[src/design/nib_pkg.sv]
// Package for the increment register bank of the oscillator.
// Assumes a 32-bit AXI4-Lite register bus; offsets are byte addresses.
package nib_pkg;
  // ****************************************************************
  // Register map
  // ****************************************************************
  localparam logic [3:0] NIB_OFF_LOW    = 4'h0;
  localparam logic [3:0] NIB_OFF_HIGH   = 4'h4;
  localparam logic [3:0] NIB_OFF_UPPER  = 4'h8;
  localparam logic [3:0] NIB_OFF_ACTIVE = 4'hc;
  // ****************************************************************
  // Field layout and reset values
  // ****************************************************************
  localparam int         NIB_INC_W       = 20;
  localparam int         NIB_UPPER_W     = 4;
  localparam logic [7:0] NIB_LOW_RST     = 8'h01;
  localparam logic [7:0] NIB_HIGH_RST    = 8'h00;
  localparam logic [3:0] NIB_UPPER_RST   = 4'h0;
  localparam logic [1:0] NIB_RESP_OKAY   = 2'b00;
  localparam logic [1:0] NIB_RESP_SLVERR = 2'b10;
endpackage : nib_pkg

[src/design/nib_increment_buffer.sv]
// Increment register bank of a numerically controlled oscillator.
// Assumes an AXI4-Lite master on aclk and an oscillator clock sampled as a
// level input synchronous to aclk.
`timescale 1ns/10ps
module nib_increment_buffer
  import nib_pkg::*;
(
  input  wire logic        aclk,
  input  wire logic        aresetn,
  input  wire logic        oscillator_clock,
  input  wire logic [3:0]  s_axi_awaddr,
  input  wire logic        s_axi_awvalid,
  output logic             s_axi_awready,
  input  wire logic [31:0] s_axi_wdata,
  input  wire logic [3:0]  s_axi_wstrb,
  input  wire logic        s_axi_wvalid,
  output logic             s_axi_wready,
  output logic [1:0]       s_axi_bresp,
  output logic             s_axi_bvalid,
  input  wire logic        s_axi_bready,
  input  wire logic [3:0]  s_axi_araddr,
  input  wire logic        s_axi_arvalid,
  output logic             s_axi_arready,
  output logic [31:0]      s_axi_rdata,
  output logic [1:0]       s_axi_rresp,
  output logic             s_axi_rvalid,
  input  wire logic        s_axi_rready,
  output logic [19:0]      synth_increment
);

  // ****************************************************************
  // Write channel
  // ****************************************************************
  logic        aw_held_r, aw_held_nxt;
  logic [3:0]  aw_addr_r, aw_addr_nxt;
  logic        w_held_r, w_held_nxt;
  logic [7:0]  w_byte_r, w_byte_nxt;
  logic        w_lane_r, w_lane_nxt;
  logic        bvalid_r, bvalid_nxt;
  logic [1:0]  bresp_r, bresp_nxt;
  logic [7:0]  low_r, low_nxt;
  logic [7:0]  high_r, high_nxt;
  logic [3:0]  upper_r, upper_nxt;
  logic        pend_r, pend_nxt;
  logic        osc_d_r, osc_d_nxt;
  logic [19:0] active_r, active_nxt;
  logic        do_write;

  always_comb begin
    aw_held_nxt = aw_held_r;
    aw_addr_nxt = aw_addr_r;
    w_held_nxt  = w_held_r;
    w_byte_nxt  = w_byte_r;
    w_lane_nxt  = w_lane_r;
    bvalid_nxt  = bvalid_r;
    bresp_nxt   = bresp_r;
    low_nxt     = low_r;
    high_nxt    = high_r;
    upper_nxt   = upper_r;
    pend_nxt    = pend_r;
    active_nxt  = active_r;
    osc_d_nxt   = oscillator_clock;
    do_write    = aw_held_r && w_held_r && !bvalid_r;
    if (s_axi_awvalid && s_axi_awready) begin
      aw_held_nxt = 1'b1;
      aw_addr_nxt = s_axi_awaddr;
    end
    if (s_axi_wvalid && s_axi_wready) begin
      w_held_nxt = 1'b1;
      w_byte_nxt = s_axi_wdata[7:0];
      w_lane_nxt = s_axi_wstrb[0];
    end
    // Transfer on a falling oscillator edge; a new low write in the same
    // cycle re-arms the transfer so its value is not lost.
    if (pend_r && osc_d_r && !oscillator_clock) begin
      active_nxt = {upper_r, high_r, low_r};
      pend_nxt   = 1'b0;
    end
    if (do_write) begin
      aw_held_nxt = 1'b0;
      w_held_nxt  = 1'b0;
      bvalid_nxt  = 1'b1;
      bresp_nxt   = NIB_RESP_OKAY;
      unique case (aw_addr_r)
        NIB_OFF_LOW: begin
          if (w_lane_r) begin
            low_nxt  = w_byte_r;
            pend_nxt = 1'b1;
          end
        end
        NIB_OFF_HIGH: begin
          if (w_lane_r) high_nxt = w_byte_r;
        end
        NIB_OFF_UPPER: begin
          if (w_lane_r) upper_nxt = w_byte_r[NIB_UPPER_W-1:0];
        end
        NIB_OFF_ACTIVE: bresp_nxt = NIB_RESP_OKAY;
        default: bresp_nxt = NIB_RESP_SLVERR;
      endcase
    end
    if (bvalid_r && s_axi_bready) bvalid_nxt = 1'b0;
  end

  always_ff @(posedge aclk) begin
    if (!aresetn) begin
      aw_held_r <= 1'b0;
      aw_addr_r <= 4'h0;
      w_held_r  <= 1'b0;
      w_byte_r  <= 8'h00;
      w_lane_r  <= 1'b0;
      bvalid_r  <= 1'b0;
      bresp_r   <= NIB_RESP_OKAY;
      low_r     <= NIB_LOW_RST;
      high_r    <= NIB_HIGH_RST;
      upper_r   <= NIB_UPPER_RST;
      pend_r    <= 1'b0;
      osc_d_r   <= 1'b0;
      active_r  <= {NIB_UPPER_RST, NIB_HIGH_RST, NIB_LOW_RST};
    end else begin
      aw_held_r <= aw_held_nxt;
      aw_addr_r <= aw_addr_nxt;
      w_held_r  <= w_held_nxt;
      w_byte_r  <= w_byte_nxt;
      w_lane_r  <= w_lane_nxt;
      bvalid_r  <= bvalid_nxt;
      bresp_r   <= bresp_nxt;
      low_r     <= low_nxt;
      high_r    <= high_nxt;
      upper_r   <= upper_nxt;
      pend_r    <= pend_nxt;
      osc_d_r   <= osc_d_nxt;
      active_r  <= active_nxt;
    end
  end

  // ****************************************************************
  // Read channel
  // ****************************************************************
  logic        rvalid_r, rvalid_nxt;
  logic [31:0] rdata_r, rdata_nxt;
  logic [1:0]  rresp_r, rresp_nxt;

  always_comb begin
    rvalid_nxt = rvalid_r;
    rdata_nxt  = rdata_r;
    rresp_nxt  = rresp_r;
    // Accept only on a real handshake: the ready flag is low for the first
    // cycle after reset, and a request seen then must still be waiting.
    if (s_axi_arvalid && s_axi_arready) begin
      rvalid_nxt = 1'b1;
      rresp_nxt  = NIB_RESP_OKAY;
      rdata_nxt  = 32'h0000_0000;
      unique case (s_axi_araddr)
        NIB_OFF_LOW:    rdata_nxt = {24'h00_0000, low_r};
        NIB_OFF_HIGH:   rdata_nxt = {24'h00_0000, high_r};
        NIB_OFF_UPPER:  rdata_nxt = {28'h000_0000, upper_r};
        NIB_OFF_ACTIVE: rdata_nxt = {12'h000, active_r};
        default:        rresp_nxt = NIB_RESP_SLVERR;
      endcase
    end else if (rvalid_r && s_axi_rready) begin
      rvalid_nxt = 1'b0;
    end
  end

  always_ff @(posedge aclk) begin
    if (!aresetn) begin
      rvalid_r <= 1'b0;
      rdata_r  <= 32'h0000_0000;
      rresp_r  <= NIB_RESP_OKAY;
    end else begin
      rvalid_r <= rvalid_nxt;
      rdata_r  <= rdata_nxt;
      rresp_r  <= rresp_nxt;
    end
  end

  // Ready flags are registers too: a channel is open while nothing is held.
  logic awready_r, wready_r, arready_r;
  always_ff @(posedge aclk) begin
    if (!aresetn) begin
      awready_r <= 1'b0;
      wready_r  <= 1'b0;
      arready_r <= 1'b0;
    end else begin
      awready_r <= !aw_held_nxt && !(s_axi_awvalid && awready_r);
      wready_r  <= !w_held_nxt && !(s_axi_wvalid && wready_r);
      arready_r <= !rvalid_nxt;
    end
  end

  assign s_axi_awready   = awready_r;
  assign s_axi_wready    = wready_r;
  assign s_axi_arready   = arready_r;
  assign s_axi_bvalid    = bvalid_r;
  assign s_axi_bresp     = bresp_r;
  assign s_axi_rvalid    = rvalid_r;
  assign s_axi_rdata     = rdata_r;
  assign s_axi_rresp     = rresp_r;
  assign synth_increment = active_r;

endmodule : nib_increment_buffer

[config.mk]
export PLATFORM = sky130hd
export DESIGN_NAME = nib_increment_buffer
export DESIGN_NICKNAME = d
export VERILOG_FILES = /design/src/design/nib_pkg.sv /design/src/design/nib_increment_buffer.sv
export SDC_FILE = /design/constraint.sdc
export NUM_CORES = 1
export LEC_CHECK = 0
export BUFFER_PORTS_ARGS = -buffer_cell sky130_fd_sc_hd__clkbuf_2
export CORE_AREA = 3 3 121 65
export DETAILED_ROUTE_END_ITERATION = 8
export DIE_AREA = 0 0 124 68
export HOLD_SLACK_MARGIN = 0.12
export PLACE_DENSITY = 0.83
export SLEW_MARGIN = 25
export SYNTH_ARGS = -nofsm -noshare
export SYNTH_HDL_FRONTEND = slang
export SYNTH_SLANG_ARGS = --single-unit
[constraint.sdc]
create_clock -name aclk -period 1.7 [get_ports aclk]
set_input_delay 0 -clock aclk [delete_from_list [all_inputs] [get_ports aclk]]
set_output_delay 0 -clock aclk [all_outputs]
set_load 0.02 [all_outputs]
==> qor.yml, run 1 <==
grtUsageMet2: 0.3396
clock_skew_ps: 4.639
hold_viol: 0
postSynthCellCount: 390
maxCapViolCount: 0
synthToLayoutAreaGrowth_pct: 27.86
fin_cells: 574
vias_per_cell: 5.514
totalPowerFinal_mw: 4.361
outcome: "finished clean"
hold_path_end: "s_axi_rresp[1]$_SDFFE_PN0P_"
antenna_cells: 0
die_area_um2: 8432
cts_sinks: 84
grt-busiest-layer: "met2"
core.rowCount: 21
period_needed_ps: 1515
clock.fmax_mhz: 660.0
coreArea_um2: 6726
leakage_nw: 1.655
worstHoldStart: "s_axi_araddr[0]"
gp_congestion: 0.8591
critPathArrivalTime_ps: 1740
finalCritPeriodShare: 0.8913
setup_violations: 0
first_global_vias: 2890
die_h_um: 68
ir_drop_mv: 0.5092
relSlewSlack: 0.6131
vias: 3165
reg2reg_to: "high_r[7]$_SDFFE_PN0P_"
end_kind: "flip-flop"
antenna_found_initial: 0
drc_errors: 0
worst_pin_slew_ps: 579.1
reg2reg_from: "aw_addr_r[0]$_SDFFE_PN0P_"
ff2ff_path_depth: 4
syn_area_um2: 3386
grt_pass1_wl_mm: 14.00
initial_core_util: 0.5033
nets: 531
rsz0062_at_grt: "false"
cp.required_ps: 1920
antenna_violating_nets_post_route: 0
dp_cells: 537
synth_cell_types: 35
hold_depth: 3
hold_slack_ps: 136.0
grt_max_degree: 43
crit_slowest_cell: "or4b_1"
port_buffers: 71
dpl.hpwl_mm: 5.740
htree_levels: 3
nFillCells: 581
cts_tree: "built"
wl_per_cell_um: 15.07
tns_ps: 0
grt_overflow_total: 0
ys_seq_area_frac: 0.4967
power_density_nw_per_um2: 1007
clkTransAtPathRegs_ps: 60
drt-total-wl_mm: 8.648
hold_class: "input pin to flip-flop"
regToRegSetupSlack_ps: 180
root_buffer: "clkbuf_16"
synth-seq-cells: 84
ios: 113
yosysWarnings: 0
worstPathMaxFanout: 16
crit_chain: "or4b_1, buf_4, o21ai_0, a21oi_1"
syn_area_per_cell_um2: 8.681
die_w_um: 124
startpoint_type: "flip-flop"
maxSlewViolCount: 0
grt_use_total: 0.2171
cts_buffers: 9
crit_path_max_incr_delay_ps: 550
crit_type: "flip-flop to flip-flop"
use_met1: 0.2883
drive_gt1_frac: 0.2282
worst_skew_pair.late_latency_ps: 340
use_met3: 0.05285
first_pass_iters: 5
drt_iter0_markers: 382
cts_buffer_depth: 2
cells in the final DEF (no fill, tap or decap), types with 8 or more instances in the layout:
cell type and count:
o21ai_0 11, a21oi_1 57, conb_1 14, buf_4 10, mux2_2 8, dlygate4sd3_1 23, dfxtp_1 84, nand2_1 78
clkbuf_2 71, a22oi_1 12, clkbuf_16 9, a32oi_1 12, nand3_1 26, o21ai_1 10, nor2_1 16
what timing repair did:
action / 4_1_cts / 5_1_grt
gates resized for setup: 0 / 0
endpoints found under the hold margin: 23 / 0
hold buffers: 23 / 0
setup buffers: 0 / 0
through the flow:
step | area, um2 | setup slack [ps] | util
finish | 4329 | 184.8 | 0.6436
global route | 4329 | 86.22 | 0.6436
CTS | 4329 | 192.0 | 0.6436
detailed placement | 3789 | 200.8 | 0.5632
global placement | 3789 | 251.2 | 0.5632
floorplan | 3435 | 235.9 | -
cell usage after synthesis, drive strengths merged:
master / instances / area, um2
nand4bb: 1 / 11.26
buf: 21 / 146.4
clkinv: 1 / 3.750
nor4bb: 2 / 20.02
and3b: 1 / 8.760
nor3: 1 / 5.000
nand2b: 2 / 12.51
nand3b: 2 / 15.01
clkbuf: 19 / 71.32
a32oi: 12 / 105.1
nor4: 2 / 42.54
mux2: 8 / 90.09
inv: 1 / 3.750
and2: 3 / 18.77
nand3: 26 / 130.1
nor4b: 2 / 38.78
or2: 1 / 6.260
a21oi: 57 / 285.3
o21ai: 21 / 105.1
dfxtp: 84 / 1682
a22oi: 12 / 90.09
nand4b: 1 / 8.760
and3: 1 / 6.260
nor3b: 2 / 15.01
nand2: 78 / 292.8
and4b: 1 / 10.01
a211oi: 5 / 37.54
or4b: 1 / 10.01
nor2: 16 / 60.06
conb: 1 / 3.750
mux2i: 5 / 50.05
worst max-delay path, delay by kind of cell, from the launching register on:
kind            cells  cell delay, ps
compound gates      2             290
flops               1             340
buf+inv             1             210
simple gates        1             550
area by class of cell:
class | instances | area [um2] | share of cell area
clock inverter | 1 | 30.03 | 0.006936
multi-input combinational | 277 | 1534 | 0.3543
tap | 92 | 115.1 | 0.02659
sequential | 84 | 1682 | 0.3884
inverter | 2 | 7.507 | 0.001734
timing repair buffer | 105 | 680.7 | 0.1572
clock buffer | 13 | 280.3 | 0.06474
logic make-up after synthesis:
family                 share of synthesized area
DFF                                       0.4967
buffers and inverters                    0.06652
and+or+nand+nor                           0.2103
AOI/OAI and AO/OA                         0.1840
muxes                                    0.04139
other                                   0.001108
where the power goes:
part | leakage (nW) | switching (mW) | internal, mW
Sequential | 0.680 | 0.0340 | 2.00
Combinational | 0.822 | 0.187 | 0.117
Clock | 0.154 | 0.743 | 1.28
registers in the layout (all words and copies together) (netlist names):
signal,cells
s_axi_rvalid,1
osc_d_r,1
aw_held_r,1
w_lane_r,1
s_axi_bvalid,1
s_axi_awready,1
pend_r,1
w_held_r,1
s_axi_wready,1
synth_increment,20
upper_r,4
w_byte_r,8
s_axi_arready,1
s_axi_bresp,1
high_r,8
aw_addr_r,4
s_axi_rdata,20
s_axi_rresp,1
low_r,8
worst max path at each step:
stage | from | end | slack, ps | cells after the start
2_1_floorplan | s_axi_bvalid$_SDFFE_PP0P_ | high_r[5]$_SDFFE_PN0P_ | 240 | 5
3_3_place_gp | aw_addr_r[0]$_SDFFE_PN0P_ | high_r[3]$_SDFFE_PN0P_ | 250 | 4
3_5_place_dp | aw_addr_r[0]$_SDFFE_PN0P_ | high_r[2]$_SDFFE_PN0P_ | 200 | 4
4_1_cts | aw_addr_r[0]$_SDFFE_PN0P_ | high_r[2]$_SDFFE_PN0P_ | 190 | 4
5_1_grt | aw_addr_r[0]$_SDFFE_PN0P_ | high_r[3]$_SDFFE_PN0P_ | 90 | 4
6_report | aw_addr_r[0]$_SDFFE_PN0P_ | high_r[7]$_SDFFE_PN0P_ | 180 | 4
metal layers:
metal	up-vias	routed length, um
li1	1525	-
met1	1492	3944
met2	133	3931
met3	15	616
met4	0	155
met5	-	0
Note: power is estimated with default switching activity, not from simulation.
==> run 2, diff against run 1 <==
==> constraint.sdc (replaced) <==
create_clock -name aclk -period 1.5 [get_ports aclk]
set_input_delay 0 -clock aclk [delete_from_list [all_inputs] [get_ports aclk]]
set_output_delay 0 -clock aclk [all_outputs]
set_load 0.02 [all_outputs]
==> run 2 against run 1 <==
Sequential share of layout area is 0.40 points lower. Register-to-register slack worse by 150 ps. Largest cell class unchanged. Setup slack got worse by 150 ps. Largest power group is now the clock network. Flip-flop and latch count did not move.
==> qor.yml, run 2 (synthesized netlist as in run 1, its figures left out) <==
cp.required_ps: 1710
die_area_um2: 8432
worst_pin_slew_ps: 644.4
relSlewSlack: 0.5695
root_buffer: "clkbuf_16"
first_global_vias: 2991
wl_per_cell_um: 15.08
hold_class: "input pin to flip-flop"
finalCritPeriodShare: 0.9766
grt_max_degree: 40
clock_skew_ps: 4.759
die_w_um: 124
drc_errors: 0
worst_skew_pair.late_latency_ps: 340
die_h_um: 68
maxSlewViolCount: 0
nFillCells: 577
antenna_violating_nets_post_route: 0
dpl.hpwl_mm: 5.678
critPathArrivalTime_ps: 1670
clkTransAtPathRegs_ps: 60
power_density_nw_per_um2: 1166
cts_buffers: 9
grt_use_total: 0.2217
nets: 535
drt-total-wl_mm: 8.747
end_kind: "flip-flop"
worstPathMaxFanout: 16
port_buffers: 71
period_needed_ps: 1465
outcome: "finished clean"
clock.fmax_mhz: 682.6
grt_overflow_total: 0
final_common_cell: "dfxtp_1"
coreArea_um2: 6726
vias_per_cell: 5.407
dp_cells: 541
synthToLayoutAreaGrowth_pct: 29.31
antenna_cells: 0
cts_tree: "built"
rsz0062_at_grt: "false"
core.rowCount: 21
htree_levels: 3
vias: 3136
cts_buffer_depth: 2
ir_drop_mv: 0.5751
startpoint_type: "flip-flop"
crit_type: "flip-flop to flip-flop"
seqCellArea_um2: 1683
hold_viol: 0
first_pass_iters: 5
antenna_found_initial: 0
drt_iter0_markers: 343
cts_sinks: 84
grt_pass1_wl_mm: 14.52
multiInputGateArea_um2: 1534
maxCapViolCount: 0
setup_violations: 0
gp_congestion: 0.8768
ios: 113
final_cell_mix: "dfxtp_1 (83), nand2_1 (78), clkbuf_2 (71)"
initial_core_util: 0.5033
tns_ps: 0
drive_gt1_frac: 0.2398
fin_cells: 580
leakage_nw: 1.689
## run 2: cell types whose count changed in the layout (fill, tap and decap cells not counted)
| cell | before | now |
|---|---|---|
| o21ai_0 | 11 | 6 |
| clkinv_2 | 0 | 2 |
| buf_12 | 1 | 0 |
| dfxtp_1 | 84 | 83 |
| bufinv_16 | 1 | 2 |
| dfxtp_2 | 0 | 1 |
| o21ai_1 | 10 | 15 |
| buf_6 | 0 | 1 |
| buf_4 | 10 | 14 |
| clkbuf_8 | 4 | 3 |
## run 2: layout make-up
| cell class | count | share of cell area |
|---|---|---|
| Sequential cell | 84 | 0.3844 |
| Multi-Input combinational cell | 277 | 0.3504 |
| Inverter | 2 | 0.001715 |
| Clock inverter | 4 | 0.01600 |
| Clock buffer | 12 | 0.06087 |
| Timing Repair Buffer | 109 | 0.1603 |
| Tap cell | 92 | 0.02629 |
## run 2: stage by stage
step	setup slack (ps)	instance area (um2)	hold WS [ps]	power [mW]	util
final	35.05	4378	189.9	5.105	0.6509
after global routing	9.483	4378	259.7	5.254	0.6509
after CTS	1.010	4373	197.6	5.124	0.6501
after detailed placement	3.157	3806	230.4	2.648	0.5658
after global placement	46.34	3806	223.9	2.643	0.5658
after floorplan	35.91	3435	121.7	2.571	-
## run 2: worst max-delay path: stages, from the launching register on
cell     delay [ps]
dfxtp_1         350
or4b_1          540
buf_6           180
o21ai_0         170
a21oi_1         100
## run 2: worst paths after layout
path / start / end / slack (ps) / depth (start not counted)
worst max register to register: aw_addr_r[1]$_SDFFE_PN0P_ / high_r[7]$_SDFFE_PN0P_ / 40 / 4
worst max-delay path: aw_addr_r[1]$_SDFFE_PN0P_ / high_r[7]$_SDFFE_PN0P_ / 40 / 4
worst min register to register: s_axi_rdata[7]$_SDFFE_PN0P_ / s_axi_rdata[7]$_SDFFE_PN0P_ / 470 / 2
worst min-delay path: s_axi_wvalid / w_byte_r[3]$_SDFFE_PN0P_ / 190 / 4
## run 2: power breakdown
part	switching (mW)	total, mW	internal [mW]
logic	0.215	0.348	0.134
registers	0.0384	2.30	2.27
clock network	0.865	2.45	1.59
## run 2: metal layers
metal	track usage	up-vias	routed length, um
met4	0.1023	0	206
met2	0.3557	128	3917
met3	0.05780	24	602
li1	-	1535	-
met5	0	-	0
met1	0.2838	1449	4021
## run 2: what timing repair did
item,4_1_cts,5_1_grt
hold endpoints to repair,23,0
hold buffers,23,0
setup endpoints to repair,1,8
gates resized for setup,1,6
buffers inserted,0,0
==> run 3, diff against run 2 <==
--- a/config.mk
+++ b/config.mk
@@ -7,6 +7,7 @@
 export LEC_CHECK = 0
 export BUFFER_PORTS_ARGS = -buffer_cell sky130_fd_sc_hd__clkbuf_2
 export CORE_AREA = 3 3 121 65
+export CTS_BUF_LIST = sky130_fd_sc_hd__clkbuf_16
 export DETAILED_ROUTE_END_ITERATION = 8
 export DIE_AREA = 0 0 124 68
 export HOLD_SLACK_MARGIN = 0.12
==> run 3 against run 2 <==
Non-clock buffer count stayed put. Via count increased by 0.32%. Routed wire length down 1.6%. Clock power shrank 7%. First-iteration DRC count increased by 0.29%. Setup slack better by 1.4 ps. Clock skew about the same. Highest routed layer unchanged.
==> qor.yml, run 3 (synthesized netlist as in run 1, its figures left out) <==
grt_max_degree: 40
worstPathMaxFanout: 16
clkTransAtPathRegs_ps: 60
totalPowerFinal_mw: 4.945
die_area_um2: 8432
setup_slack_ps: 36.43
htree_levels: 3
grt_use_total: 0.2191
hold_slack_ps: 187.7
clock_skew_ps: 4.826
relSlewSlack: 0.5480
hold_viol: 0
antenna_violating_nets_post_route: 0
power_density_nw_per_um2: 1137
outcome: "finished clean"
grt_pass1_wl_mm: 14.30
final_common_cell: "dfxtp_1"
leakage_nw: 1.672
worst_pin_slew_ps: 676.5
ir_drop_mv: 0.5401
setup_violations: 0
worst_skew_pair.late_latency_ps: 340
die_w_um: 124
critPathArrivalTime_ps: 1670
drt_iter0_markers: 344
core.rowCount: 21
root_buffer: "clkbuf_16"
cts_tree: "built"
maxSlewViolCount: 0
crit_type: "flip-flop to flip-flop"
period_needed_ps: 1464
dpl.hpwl_mm: 5.678
wl_per_cell_um: 14.84
maxCapViolCount: 0
antenna_cells: 0
tns_ps: 0
dp_slack_ps: 3.157
die_h_um: 68
antenna_found_initial: 0
cts_buffers: 9
hold_depth: 4
rsz0062_at_grt: "false"
vias_per_cell: 5.424
clock.fmax_mhz: 683.3
cp.required_ps: 1710
gp_congestion: 0.8768
drive_gt1_frac: 0.2336
first_pass_iters: 6
ios: 113
startpoint_type: "flip-flop"
synthToLayoutAreaGrowth_pct: 28.42
drt-total-wl_mm: 8.609
initial_core_util: 0.5033
drc_errors: 0
end_kind: "flip-flop"
coreArea_um2: 6726
nets: 535
first_global_vias: 2961
finalCritPeriodShare: 0.9757
vias: 3146
postCtsSetupRepairBufs: 0
grt_overflow_total: 0
ff2ff_path_depth: 4
hold_class: "input pin to flip-flop"
cts_buffer_depth: 2
cts_sinks: 84
final_cell_mix: "dfxtp_1 (83), nand2_1 (78), clkbuf_2 (71)"
port_buffers: 71
-- run 3: cell count changes in the layout (fill, tap and decap cells not counted) --
cell	before	now
clkbuf_8	3	0
clkinv_1	1	4
-- run 3: timing repair --
action,CTS,global route
hold buffers,23,0
pin swaps,0,0
endpoints found under the setup margin,1,8
cloned,0,0
hold endpoints to repair,23,0
resized for setup,1,6
-- run 3: layout make-up --
class / instances / area, um2
clock buffers: 9 / 225.2
multi-input cells: 277 / 1534
repair buffers: 109 / 701.9
well taps: 92 / 115.1
flip-flops and latches: 84 / 1683
clock inverters: 7 / 81.33
fillers: 582 / 2379
inverters: 2 / 7.507
-- run 3: stage by stage --
stage	util	instance area [um2]	cells
6_report	0.6464	4348	580
5_1_grt	0.6464	4348	580
4_1_cts	0.6456	4343	580
3_5_place_dp	0.5658	3806	541
3_3_place_gp	0.5658	3806	541
2_1_floorplan	-	3435	403
-- run 3: critical path, stage by stage (launching register included) --
cell	delay, ps
dfxtp_1	350
or4b_1	540
buf_6	180
o21ai_0	170
a21oi_1	90
-- run 3: worst paths after layout --
kind / start / end / slack [ps]
setup reg to reg: aw_addr_r[1]$_SDFFE_PN0P_ / high_r[7]$_SDFFE_PN0P_ / 40
setup / recovery: aw_addr_r[1]$_SDFFE_PN0P_ / high_r[7]$_SDFFE_PN0P_ / 40
hold / removal: s_axi_wvalid / w_byte_r[4]$_SDFFE_PN0P_ / 190
hold reg to reg: s_axi_rdata[7]$_SDFFE_PN0P_ / s_axi_rdata[7]$_SDFFE_PN0P_ / 470
-- run 3: where the power goes --
part	internal (mW)	leakage [nW]	switching [mW]
Clock	1.43	0.152	0.861
Sequential	2.27	0.680	0.0377
Combinational	0.134	0.840	0.213
Total	3.83	1.67	1.11
-- run 3: layer usage --
layer / vias up / track usage / wire [um]
met4: 0 / 0.06958 / 143
met5: - / 0 / 0
met3: 20 / 0.07432 / 710
li1: 1537 / - / -
met1: 1443 / 0.2830 / 3903
met2: 146 / 0.3497 / 3852
